### config.mk
export PLATFORM = sky130hd
export DESIGN_NAME = dpsm_top
export DESIGN_NICKNAME = d
export VERILOG_FILES = /design/src/include/dpsm_pkg.sv /design/src/dpsm_sync.sv /design/src/dpsm_top.sv
export SDC_FILE = /design/constraint.sdc
export NUM_CORES = 1
export LEC_CHECK = 0
export BUFFER_PORTS_ARGS = -buffer_cell sky130_fd_sc_hd__buf_2
export CAP_MARGIN = 20
export CORE_MARGIN = 3
export CORE_UTILIZATION = 55
export DETAILED_ROUTE_END_ITERATION = 16
export PLACE_DENSITY = 0.89
export RECOVER_POWER = 25
export REMOVE_ABC_BUFFERS = 1
export SLEW_MARGIN = 20
export SYNTH_ARGS = -nofsm -noshare
export SYNTH_HDL_FRONTEND = slang
export SYNTH_SLANG_ARGS = --single-unit
### constraint.sdc
create_clock -name I_CLK_SYS -period 3.7 [get_ports I_CLK_SYS]
set_input_delay 0.74 -clock I_CLK_SYS [delete_from_list [all_inputs] [get_ports I_CLK_SYS]]
set_output_delay 0.74 -clock I_CLK_SYS [all_outputs]
set_load 0.02 [all_outputs]
### src/include/dpsm_pkg.sv
// package: register map, field positions and state encodings of the drive power state machine
package dpsm_pkg;
   // register offsets (object indices)
   localparam logic [15:0] ADDR_CMD_WORD = 16'h6040;
   localparam logic [15:0] ADDR_STATE_WORD = 16'h6041;
   localparam logic [15:0] ADDR_MODE_REQ = 16'h6060;
   localparam logic [15:0] ADDR_MODE_ACT = 16'h6061;
   localparam logic [15:0] ADDR_HOLD_OPT = 16'h3212;
   localparam logic [15:0] ADDR_IRQ_STAT = 16'h7000;
   localparam logic [15:0] ADDR_IRQ_MASK = 16'h7001;
   // command word bit positions
   localparam int CW_SO = 0;
   localparam int CW_EV = 1;
   localparam int CW_QS = 2;
   localparam int CW_EO = 3;
   localparam int CW_FR = 7;
   // state word bit positions
   localparam int SW_QS = 5;
   localparam int SW_SOD = 6;
   localparam int SW_IDX = 15;
   // interrupt status bits
   localparam int IRQ_STATE_CHG = 0;
   localparam int IRQ_FAULT = 1;
   localparam int IRQ_BUS_ERR = 2;
   localparam int IRQ_UNRECOV = 3;
   localparam int IRQ_W = 4;
   // reset values
   localparam logic [15:0] RST_CMD_WORD = 16'h0000;
   localparam logic [7:0] RST_MODE = 8'h00;
   localparam logic RST_HOLD_OPT = 1'b0;
   localparam logic [IRQ_W-1:0] RST_IRQ_MASK = 4'h0;

   typedef enum logic [3:0] {
      ST_NOT_READY,
      ST_SW_ON_DIS,
      ST_READY,
      ST_SWITCHED_ON,
      ST_OP_ENABLED,
      ST_QUICK_STOP,
      ST_FAULT_REACT,
      ST_FAULT
   } dpsm_state_t;

   typedef enum logic [2:0] {
      CMD_NONE,
      CMD_SHUTDOWN,
      CMD_SWITCH_ON,
      CMD_DIS_VOLT,
      CMD_QUICK_STOP,
      CMD_ENABLE_OP
   } dpsm_cmd_t;
endpackage : dpsm_pkg

### src/dpsm_sync.sv
// three-stage synchroniser with agreement of the last two stages
`timescale 1ns/1ps
`default_nettype none
module dpsm_sync #(
   parameter logic RST_VAL = 1'b0
) (
   input wire logic i_clk,
   input wire logic i_rstn,
   input wire logic i_async,
   output var logic o_level
);
   typedef struct packed {
      logic s1;
      logic s2;
      logic s3;
      logic lvl;
   } dpsm_sync_t;
   dpsm_sync_t r_q, r_d;

   always_comb begin
      r_d = r_q;
      r_d.s1 = i_async;
      r_d.s2 = r_q.s1;
      r_d.s3 = r_q.s2;
      if (r_q.s2 == r_q.s3) begin
         r_d.lvl = r_q.s3;
      end
   end

   always_ff @(posedge i_clk or negedge i_rstn) begin
      if (!i_rstn) begin
         r_q <= '{s1: RST_VAL, s2: RST_VAL, s3: RST_VAL, lvl: RST_VAL};
      end else begin
         r_q <= r_d;
      end
   end

   assign o_level = r_q.lvl;
endmodule : dpsm_sync
`default_nettype wire

### src/dpsm_top.sv
// drive power state machine: command decode, state word, mode gating, interrupts
//
// Strobed register access is this design's own decision.
`timescale 1ns/1ps
`default_nettype none
// How it works
// RULE_01: state changes come only via command word; state shown only in read-only state word.
// RULE_02: bits 7,3,2,1,0 decode shutdown, switch on, disable and enable operation.
// RULE_03: don't-care bits ignored; disable voltage and quick stop decoded from bits 7,2,1.
// RULE_04: fault reset only on rising edge of command bit 7; held level ignored.
// RULE_05: state word bits 6,5,3..0 encode each of the eight states.
// RULE_06: after reset and self-test pass, enter switch on disabled unprompted.
// RULE_07: requested mode takes effect only in operation enabled; active mode shown separately.
// RULE_08: mode writes accepted only in switch on disabled, ready, switched on.
// RULE_09: unrecoverable error forces not ready permanently; commands then ignored.
// RULE_10: bus error forces not ready; on clearing, return to switch on disabled.
// RULE_11: holding torque in switched on only when holding option written with one.
// RULE_12: state word bit 15 set once encoder index seen, when encoder commutates.
// RULE_13: invalid command for current state leaves state and state word unchanged.
module dpsm_top
   import dpsm_pkg::*;
(
   input wire logic I_CLK_SYS,
   input wire logic I_RSTN,
   input wire logic [15:0] I_ADDR,
   input wire logic [15:0] I_WDATA,
   input wire logic I_WR,
   input wire logic I_RD,
   output logic [15:0] O_RDATA,
   input wire logic I_SELFTEST_OK,
   input wire logic I_FAULT,
   input wire logic I_FAULT_REACT_DONE,
   input wire logic I_UNRECOV_ERR,
   input wire logic I_BUS_ERR,
   input wire logic I_ENC_COMMUT,
   input wire logic I_ENC_INDEX,
   output logic O_POWER_EN,
   output logic O_HOLD_TORQUE,
   output logic O_QUICK_STOP,
   output logic [7:0] O_MODE_ACT,
   output logic O_IRQ
);
   typedef struct packed {
      dpsm_state_t st;
      logic [15:0] cw;
      logic fr_prev;
      logic [7:0] mode_req;
      logic [7:0] mode_act;
      logic hold_opt;
      logic idx_seen;
      logic unrecov;
      logic [IRQ_W-1:0] irq_stat;
      logic [IRQ_W-1:0] irq_mask;
      logic [15:0] rdata;
   } dpsm_regs_t;
   dpsm_regs_t r_q, r_d;

   logic st_ok, flt, flt_done, unrec, bus_err, enc_com, enc_idx;
   dpsm_cmd_t cmd;
   logic [15:0] cw_new, sw;
   logic fr_edge, cw_wr;
   logic [IRQ_W-1:0] ev;

   // pin inputs from outside the clock domain
   dpsm_sync u_s_ok (.i_clk(I_CLK_SYS), .i_rstn(I_RSTN), .i_async(I_SELFTEST_OK), .o_level(st_ok));
   dpsm_sync u_s_flt (.i_clk(I_CLK_SYS), .i_rstn(I_RSTN), .i_async(I_FAULT), .o_level(flt));
   dpsm_sync u_s_fd (.i_clk(I_CLK_SYS), .i_rstn(I_RSTN), .i_async(I_FAULT_REACT_DONE), .o_level(flt_done));
   dpsm_sync u_s_ur (.i_clk(I_CLK_SYS), .i_rstn(I_RSTN), .i_async(I_UNRECOV_ERR), .o_level(unrec));
   dpsm_sync u_s_be (.i_clk(I_CLK_SYS), .i_rstn(I_RSTN), .i_async(I_BUS_ERR), .o_level(bus_err));
   dpsm_sync u_s_ec (.i_clk(I_CLK_SYS), .i_rstn(I_RSTN), .i_async(I_ENC_COMMUT), .o_level(enc_com));
   dpsm_sync u_s_ix (.i_clk(I_CLK_SYS), .i_rstn(I_RSTN), .i_async(I_ENC_INDEX), .o_level(enc_idx));

   assign cw_wr = I_WR && (I_ADDR == ADDR_CMD_WORD);
   assign cw_new = cw_wr ? I_WDATA : r_q.cw; // see RULE_01

   // command decode from the freshly written word
   always_comb begin
      cmd = CMD_NONE;
      if (cw_wr && !cw_new[CW_FR]) begin
         if (!cw_new[CW_EV]) begin
            cmd = CMD_DIS_VOLT; // see RULE_03
         end else if (!cw_new[CW_QS]) begin
            cmd = CMD_QUICK_STOP; // see RULE_03
         end else if (!cw_new[CW_SO]) begin
            cmd = CMD_SHUTDOWN; // see RULE_02
         end else if (!cw_new[CW_EO]) begin
            cmd = CMD_SWITCH_ON; // see RULE_02
         end else begin
            cmd = CMD_ENABLE_OP; // see RULE_02
         end
      end
   end

   assign fr_edge = cw_wr && cw_new[CW_FR] && !r_q.fr_prev; // see RULE_04

   // state word encoding
   always_comb begin
      sw = 16'h0000;
      case (r_q.st)
         ST_NOT_READY: sw[6:0] = 7'h00; // see RULE_05
         ST_SW_ON_DIS: sw[6:0] = 7'h40;
         ST_READY: sw[6:0] = 7'h21;
         ST_SWITCHED_ON: sw[6:0] = 7'h23;
         ST_OP_ENABLED: sw[6:0] = 7'h27;
         ST_QUICK_STOP: sw[6:0] = 7'h07;
         ST_FAULT_REACT: sw[6:0] = 7'h0F;
         ST_FAULT: sw[6:0] = 7'h08;
         default: sw[6:0] = 7'h00;
      endcase
      sw[SW_IDX] = enc_com && r_q.idx_seen; // see RULE_12
   end

   always_comb begin
      r_d = r_q;
      ev = '0;
      r_d.cw = cw_new;
      if (cw_wr) begin
         r_d.fr_prev = cw_new[CW_FR];
      end
      if (enc_idx) begin
         r_d.idx_seen = 1'b1;
      end
      if (unrec) begin
         r_d.unrecov = 1'b1;
      end
      // transitions
      if (r_q.unrecov || unrec) begin
         r_d.st = ST_NOT_READY; // see RULE_09
      end else if (bus_err) begin
         r_d.st = ST_NOT_READY; // see RULE_10
      end else if (flt && r_q.st != ST_FAULT && r_q.st != ST_FAULT_REACT && r_q.st != ST_NOT_READY) begin
         r_d.st = ST_FAULT_REACT;
      end else begin
         case (r_q.st)
            ST_NOT_READY: begin
               if (st_ok) begin
                  r_d.st = ST_SW_ON_DIS; // see RULE_06
               end
            end
            ST_SW_ON_DIS: begin
               if (cmd == CMD_SHUTDOWN) begin
                  r_d.st = ST_READY;
               end
            end
            ST_READY: begin
               if (cmd == CMD_SWITCH_ON) begin
                  r_d.st = ST_SWITCHED_ON;
               end else if (cmd == CMD_DIS_VOLT) begin
                  r_d.st = ST_SW_ON_DIS;
               end
            end
            ST_SWITCHED_ON: begin
               if (cmd == CMD_ENABLE_OP) begin
                  r_d.st = ST_OP_ENABLED;
               end else if (cmd == CMD_SHUTDOWN) begin
                  r_d.st = ST_READY;
               end else if (cmd == CMD_DIS_VOLT) begin
                  r_d.st = ST_SW_ON_DIS;
               end
            end
            ST_OP_ENABLED: begin
               if (cmd == CMD_SWITCH_ON) begin
                  r_d.st = ST_SWITCHED_ON; // see RULE_02
               end else if (cmd == CMD_SHUTDOWN) begin
                  r_d.st = ST_READY;
               end else if (cmd == CMD_DIS_VOLT) begin
                  r_d.st = ST_SW_ON_DIS;
               end else if (cmd == CMD_QUICK_STOP) begin
                  r_d.st = ST_QUICK_STOP;
               end
            end
            ST_QUICK_STOP: begin
               if (cmd == CMD_DIS_VOLT) begin
                  r_d.st = ST_SW_ON_DIS;
               end
            end
            ST_FAULT_REACT: begin
               if (flt_done) begin
                  r_d.st = ST_FAULT;
               end
            end
            ST_FAULT: begin
               if (fr_edge) begin
                  r_d.st = ST_SW_ON_DIS; // see RULE_04
               end
            end
            default: r_d.st = ST_NOT_READY;
         endcase
         // other commands fall through unchanged, see RULE_13
      end
      // mode gating
      if (I_WR && I_ADDR == ADDR_MODE_REQ && (r_q.st == ST_SW_ON_DIS || r_q.st == ST_READY
            || r_q.st == ST_SWITCHED_ON)) begin
         r_d.mode_req = I_WDATA[7:0]; // see RULE_08
      end
      if (r_q.st == ST_OP_ENABLED) begin
         r_d.mode_act = r_q.mode_req; // see RULE_07
      end
      if (I_WR && I_ADDR == ADDR_HOLD_OPT) begin
         r_d.hold_opt = I_WDATA[0];
      end
      if (I_WR && I_ADDR == ADDR_IRQ_MASK) begin
         r_d.irq_mask = I_WDATA[IRQ_W-1:0];
      end
      // events; set wins over write-one clear
      ev[IRQ_STATE_CHG] = r_d.st != r_q.st;
      ev[IRQ_FAULT] = r_d.st == ST_FAULT_REACT && r_q.st != ST_FAULT_REACT;
      ev[IRQ_BUS_ERR] = bus_err && r_q.st != ST_NOT_READY;
      ev[IRQ_UNRECOV] = unrec && !r_q.unrecov;
      if (I_WR && I_ADDR == ADDR_IRQ_STAT) begin
         r_d.irq_stat = r_q.irq_stat & ~I_WDATA[IRQ_W-1:0];
      end
      r_d.irq_stat = r_d.irq_stat | ev;
      // read port, data one cycle later
      r_d.rdata = 16'h0000;
      if (I_RD) begin
         case (I_ADDR)
            ADDR_CMD_WORD: r_d.rdata = r_q.cw;
            ADDR_STATE_WORD: r_d.rdata = sw; // see RULE_01
            ADDR_MODE_REQ: r_d.rdata = {8'h00, r_q.mode_req};
            ADDR_MODE_ACT: r_d.rdata = {8'h00, r_q.mode_act}; // see RULE_07
            ADDR_HOLD_OPT: r_d.rdata = {15'h0000, r_q.hold_opt};
            ADDR_IRQ_STAT: r_d.rdata = {12'h000, r_q.irq_stat};
            ADDR_IRQ_MASK: r_d.rdata = {12'h000, r_q.irq_mask};
            default: r_d.rdata = 16'h0000;
         endcase
      end
   end

   always_ff @(posedge I_CLK_SYS or negedge I_RSTN) begin
      if (!I_RSTN) begin
         r_q.st <= ST_NOT_READY;
         r_q.cw <= RST_CMD_WORD;
         r_q.fr_prev <= 1'b0;
         r_q.mode_req <= RST_MODE;
         r_q.mode_act <= RST_MODE;
         r_q.hold_opt <= RST_HOLD_OPT;
         r_q.idx_seen <= 1'b0;
         r_q.unrecov <= 1'b0;
         r_q.irq_stat <= '0;
         r_q.irq_mask <= RST_IRQ_MASK;
         r_q.rdata <= 16'h0000;
      end else begin
         r_q <= r_d;
      end
   end

   assign O_RDATA = r_q.rdata;
   assign O_POWER_EN = r_q.st == ST_OP_ENABLED || r_q.st == ST_QUICK_STOP
      || (r_q.st == ST_SWITCHED_ON && r_q.hold_opt);
   assign O_HOLD_TORQUE = r_q.st == ST_SWITCHED_ON && r_q.hold_opt; // see RULE_11
   assign O_QUICK_STOP = r_q.st == ST_QUICK_STOP;
   assign O_MODE_ACT = r_q.mode_act;
   assign O_IRQ = |(r_q.irq_stat & r_q.irq_mask);

   a_unrecov_stay: assert property (@(posedge I_CLK_SYS) disable iff (!I_RSTN)
      r_q.unrecov |=> r_q.st == ST_NOT_READY) else $error("left not ready after unrecoverable error"); // see RULE_09
   a_bus_err_force: assert property (@(posedge I_CLK_SYS) disable iff (!I_RSTN)
      bus_err |=> r_q.st == ST_NOT_READY) else $error("bus error did not force not ready"); // see RULE_10
   a_bus_clr_return: assert property (@(posedge I_CLK_SYS) disable iff (!I_RSTN)
      (r_q.st == ST_NOT_READY && !bus_err && st_ok && !r_q.unrecov && !unrec) |=> r_q.st == ST_SW_ON_DIS)
      else $error("no return to switch on disabled"); // see RULE_06
   a_fr_edge_only: assert property (@(posedge I_CLK_SYS) disable iff (!I_RSTN)
      (r_q.st == ST_FAULT && !fr_edge && !bus_err && !r_q.unrecov && !unrec) |=> r_q.st == ST_FAULT)
      else $error("fault left without rising edge"); // see RULE_04
   a_fault_exit: assert property (@(posedge I_CLK_SYS) disable iff (!I_RSTN)
      (r_q.st == ST_FAULT && fr_edge && !bus_err && !r_q.unrecov && !unrec) |=> r_q.st == ST_SW_ON_DIS)
      else $error("fault reset edge ignored"); // see RULE_04
   a_mode_locked: assert property (@(posedge I_CLK_SYS) disable iff (!I_RSTN)
      (r_q.st == ST_OP_ENABLED || r_q.st == ST_FAULT) |=> $stable(r_q.mode_req))
      else $error("mode changed outside allowed states"); // see RULE_08
   a_mode_active: assert property (@(posedge I_CLK_SYS) disable iff (!I_RSTN)
      (r_q.st != ST_OP_ENABLED) |=> $stable(O_MODE_ACT)) else $error("mode took effect early"); // see RULE_07
   a_enable_op: assert property (@(posedge I_CLK_SYS) disable iff (!I_RSTN)
      (r_q.st == ST_SWITCHED_ON && cmd == CMD_ENABLE_OP && !flt && !bus_err && !r_q.unrecov && !unrec)
      |=> r_q.st == ST_OP_ENABLED) else $error("enable operation lost"); // see RULE_02
   a_hold_torque: assert property (@(posedge I_CLK_SYS) disable iff (!I_RSTN)
      O_HOLD_TORQUE |-> (r_q.hold_opt && sw[6:0] == 7'h23)) else $error("holding torque without option"); // see RULE_11
   a_qs_code: assert property (@(posedge I_CLK_SYS) disable iff (!I_RSTN)
      (r_q.st == ST_QUICK_STOP) |-> sw[SW_SOD:0] == 7'h07 && !sw[SW_QS]) else $error("quick stop code wrong"); // see RULE_05
   a_idx_bit: assert property (@(posedge I_CLK_SYS) disable iff (!I_RSTN)
      sw[SW_IDX] |-> r_q.idx_seen) else $error("index bit without index"); // see RULE_12
   a_invalid_cmd: assert property (@(posedge I_CLK_SYS) disable iff (!I_RSTN)
      (r_q.st == ST_SW_ON_DIS && cmd == CMD_ENABLE_OP && !flt && !bus_err && !r_q.unrecov && !unrec)
      |=> r_q.st == ST_SW_ON_DIS) else $error("invalid command moved state"); // see RULE_13
endmodule : dpsm_top
`default_nettype wire

# Word-level counts from Yosys, hierarchy flattened
# Memory sizes are Yosys's and may differ from the RTL's.
# Index checks and enable logic that the tools add are counted.
# W data, S select, Z words.
[word_totals] ff_bits=92 output_inout_bits=28 mem_bits_ro=48 mem_count=1 inputBits=43
[mem_list] name="(no name shown)" depth=8 word_bits=6 read_ports=1 rd_clocked_by_memory_dff=0 write_ports=0 line="dpsm_top.sv:99" source="case (r_q.st)"
[classes] n_bitwise=4 muxes=26 n_reduce_logical=28 n_eq_ne=30
[ops] operator="$pmux W16 S7" count=1
[ops] operator="$eq A16 B15 Y1 const B" count=6
[ops] operator="$mux W4" count=16
[ops] operator="$pmux W4 S8" count=1
[ops] operator="$eq A4 B3 Y1 const B" count=5
[ops] operator="$logic_and A1 B1 Y1" count=17
[ops] operator="$eq A16 B14 Y1 const B" count=1
[ops] operator="$mux W16" count=1
[ops] operator="$mux W3" count=5
[ops] operator="$and A4 B4 Y4" count=2
[ops] operator="$eq A4 B2 Y1 const B" count=2
[ops] operator="$mux W8" count=1
[ops] operator="$ne A4 B3 Y1 const B" count=2
[ops] operator="$eq A1 B1 Y1" count=7
[ops] operator="$mux W7" count=1
[ops] operator="$eq A3 B2 Y1 const B" count=2
[ops] operator="$eq A3 B3 Y1 const B" count=2
[ops] operator="$logic_or A1 B1 Y1" count=5
[ops] operator="$eq A4 B1 Y1 const B" count=1
[ops] operator="$logic_not A4 Y1" count=1
[ops] operator="$ne A4 B4 Y1" count=1
[ops] operator="$not A4 Y4" count=1
[ops] operator="$or A4 B4 Y4" count=1
[ops] operator="$reduce_bool A4 Y1" count=1
[ops] operator="other kinds (3)" count=5

# Depth between registers and ports, before layout
[depth] word_depth=20 depth_mapped=8 depth_no_buf=6

# Hierarchy
# From an unflattened synthesis, not the netlist that was laid out.
[unflattened] cells_unflattened=374 area_unflattened_um2=4124.0
[by_module_without_submodules] module="dpsm_top" area_per_inst_um2=3344.5 instances=1 cells_per_inst=339 seq_area_each_um2=1601.5
[by_module_without_submodules] module="dpsm_sync" area_per_inst_um2=111.4 instances=7 cells_per_inst=5 seq_area_each_um2=100.1

# Worst setup path before layout
# Ideal clock, no wire load.
[synth_path] path_type="input-to-reg" start="input port I_ADDR[0]" end="register r_q[60] in the netlist's numbering" stages=5 path_slack_ns=1.348 setup_ns=0.119 path_buffers=0 t_required_ns=3.581 t_arrival_ns=2.233 path_cell_list="or3_1 -> or2_0 -> or4b_1 -> a21bo_1 -> o21a_1"
[synth_rtl] item="start, declared" line="dpsm_top.sv:25" source="input wire logic [15:0] I_ADDR,"
[synth_rtl] item="end signal, assigned" line="dpsm_top.sv:244" source="r_q <= r_d;"
[synth_rtl] item="end, declared" line="dpsm_top.sv:56" source="dpsm_regs_t r_q, r_d;"

==> results.json <==
{
  "status": "finished with violations",
  "violations": "capacitance limit, slew limit",
  "synthCells": 345,
  "p_per_area_nw_per_um2": 395,
  "multiInputGateArea_um2": 1520,
  "power.leakage_uw": 0.00216,
  "routabilityCongestion": 0.919,
  "setup_violations": 0,
  "peakVddDrop_v": 0.000306,
  "max_freq_mhz": 378,
  "drt_wl_total_um": 8370,
  "cp-end-kind": "register",
  "root_buffer": "clkbuf_8",
  "rsz0062_at_grt": "false",
  "synth_area_leaders": "dfrtp_1, mux2_2, buf_4, nand2_1, a222oi_1",
  "drive_above_1_share": 0.341,
  "yosys.area_share.simple": 0.155,
  "ys_ff_latch": 92,
  "clock_sinks": 92,
  "max_slew_margin": -0.444,
  "rows": 30,
  "post-dp-hpwl_um": 5820,
  "crit_path_max_fanout": 18,
  "pwr-share-clk": 0.376,
  "finalMaxSlewViolations": 93,
  "ant_nets": 0,
  "avgRoutedWirePerCell_um": 17.0,
  "core_area_um2": 6980,
  "viasPerCell": 5.92,
  "hold_viol": 0,
  "grt-ovfl-total": 0,
  "n_antenna_cell": 0,
  "yosysMostFrequentCell": "dfrtp_1",
  "place_inst": 476,
  "synthAdderAreaFrac": 0.0172,
  "fp.dieH_um": 92.0,
  "switchingPower_uw": 414,
  "grt_util_met1": 0.269,
  "grt_pass1_vias": 2913,
  "min_path_type": "reg -> reg",
  "required_ps": 3990,
  "start_kind": "register",
  "fillerInstances": 547,
  "p_seq_frac": 0.581,
  "min_period_ps": 2640,
  "layout.nets": 434,
  "ctsLongestPathBuffers": 2,
  "cp_num_buf_inv": 0,
  "die_w_um": 92.0,
  "post-route-period-util": 0.714,
  "synth_compound_gate_area_share": 0.0922,
  "vias": 2911,
  "post-route-util": 0.647,
  "start_util": 0.583,
  "grt_max_degree": 93,
  "cp_cell_sequence": "or4b_1 > or4_1 > a41oi_1 > nand2_1 > nand4_1",
  "dr.pass1.iters": 5,
  "drc": 0,
  "intPower_uw": 1370,
  "synthXorXnorAreaFrac": 0.00215,
  "synth_area_leader_cell": "dfrtp_1",
  "regMostFlops": "r_q",
  "syn-cell-area_um2": 4070,
  "regArea_um2": 2300,
  "place.port_buffers": 70,
  "finClkSkew_ps": 4.38,
  "combPwrFrac": 0.043,
  "clk_pin_slew_ps": 80,
  "use_met3": 0.0541,
  "path_delay_family": "simple AND/OR/NAND/NOR gates",
  "ios": 71,
  "postCtsSetupBuffers": 0,
  "top_usage_layer": "met2",
  "max_cap_violations": 1,
  "grt_pass1_wl_um": 13800,
  "worst_pin_slew_ps": 2170,
  "h-tree-depth": 3,
  "critPathSlowestCell": "or4b_1",
  "path_class": "reg -> reg",
  "clock_latency_ps": 350,
  "cts.repair.resized": 0,
  "async_flop_share": 1.00,
  "grtUsageTotal": 0.206,
  "area_growth_pct": 10.9,
  "antenna_found_initial": 0,
  "ctsHoldBuffers": 0,
  "synth_cell_types": 56,
  "crit_arrival_ps": 2930,
  "p_sw_frac": 0.232,
  "die_area_um2": 8470,
  "cts_buffers": 9,
  "largest_reg_flops": 40,
  "use_met2": 0.331,
  "synth_edf_count": 0,
  "muxShareOfSynthArea": 0.105,
  "synth_seq_area_share": 0.565,
  "synth_top_family_by_area": "simple AND/OR/NAND/NOR gates",
  "synth_common_cells": "dfrtp_1, mux2_2, nand2_1",
  "stdcell_count": 492,
  "ys.flop_type": "dfrtp_1",
  "fin_setup_tns_ps": 0,
  "synth_warnings": 0,
  "slowest_delay_ps": 790,
  "cts_tree": "done",
  "yosysTopAreaCellShare": 0.565,
  "postSynthAreaPerCell_um2": 11.8,
  "drt_iter0_drc": 273
}
## worst register-to-register path, cell delays in order (launching register included)
cell and delay (ps):
dfrtp_1 750, or4b_1 800, or4_1 660, a41oi_1 210, nand2_1 90, nand4_1 70
## layer usage
metal	part of all wire	up-vias	routed length (um)
li1	-	1329	-
met5	0	-	0
met3	0.082	15	685
met1	0.42	1431	3520
met2	0.48	136	4010
met4	0.018	0	152
## final timing paths
kind	cells past startpoint	slack (ps)	end	start
max	5	1060	r_q[20]	r_q[62]
max reg2reg	5	1060	r_q[20]	r_q[62]
min	0	350	u_s_flt.r_d[1]	u_s_flt.r_d[2]
max in group asynchronous	1	1420	r_q[60]	I_RSTN
min in group asynchronous	1	980	r_q[51]	I_RSTN
min reg2reg	0	350	u_s_flt.r_d[1]	u_s_flt.r_d[2]
## kinds of logic (layout without fill, tap and decap cells)
family,Yosys count,count (layout)
AND/OR/NAND/NOR,115,115
multiplexers,38,38
buffers and inverters,41,92
flip-flops,92,92
AO/OA/AOI/OAI,50,50
XOR/XNOR,1,1
adder cells (fa/ha/maj),7,7
other,1,1
## metrics by stage
step                setup slack (ps)  area, um2  total power (uW)  hold WS [ps]
global route                     967       4520              1860           361
CTS                             1110       4520              1810           355
floorplan                       1310       3830              1070           331
finish                          1060       4520              1790           354
detailed placement               905       4320              1130           335
global placement                 962       4320              1130           333
## final cells by class
type	count	share of cell area
clock buffer	9	0.0274
clock inverter	7	0.0163
inverter	4	0.00332
multi-input combinational	212	0.336
sequential	92	0.510
tap	96	0.0266
timing repair buffer	72	0.0809
## cell usage in the layout (no fill, tap or decap), types with 6 or more instances in the layout
cell type,count
dfrtp_1,92
buf_2,69
mux2_2,38
nand2_1,34
nor2_1,16
clkbuf_8,9
nor3_1,8
nand3_1,8
and3_1,7
a222oi_1,7
a21oi_1,7
maj3_1,7
o21ai_0,6
## power by group through the flow
stage	logic (uW)	registers [uW]	clock network, uW
after detailed placement	77.6	1060	0
after global placement	75.0	1060	0
after global routing	87.0	1040	738
final	76.7	1040	672
after floorplan	20.6	1050	0
after CTS	77.6	1040	691
Power figures use the tool's default switching activity.
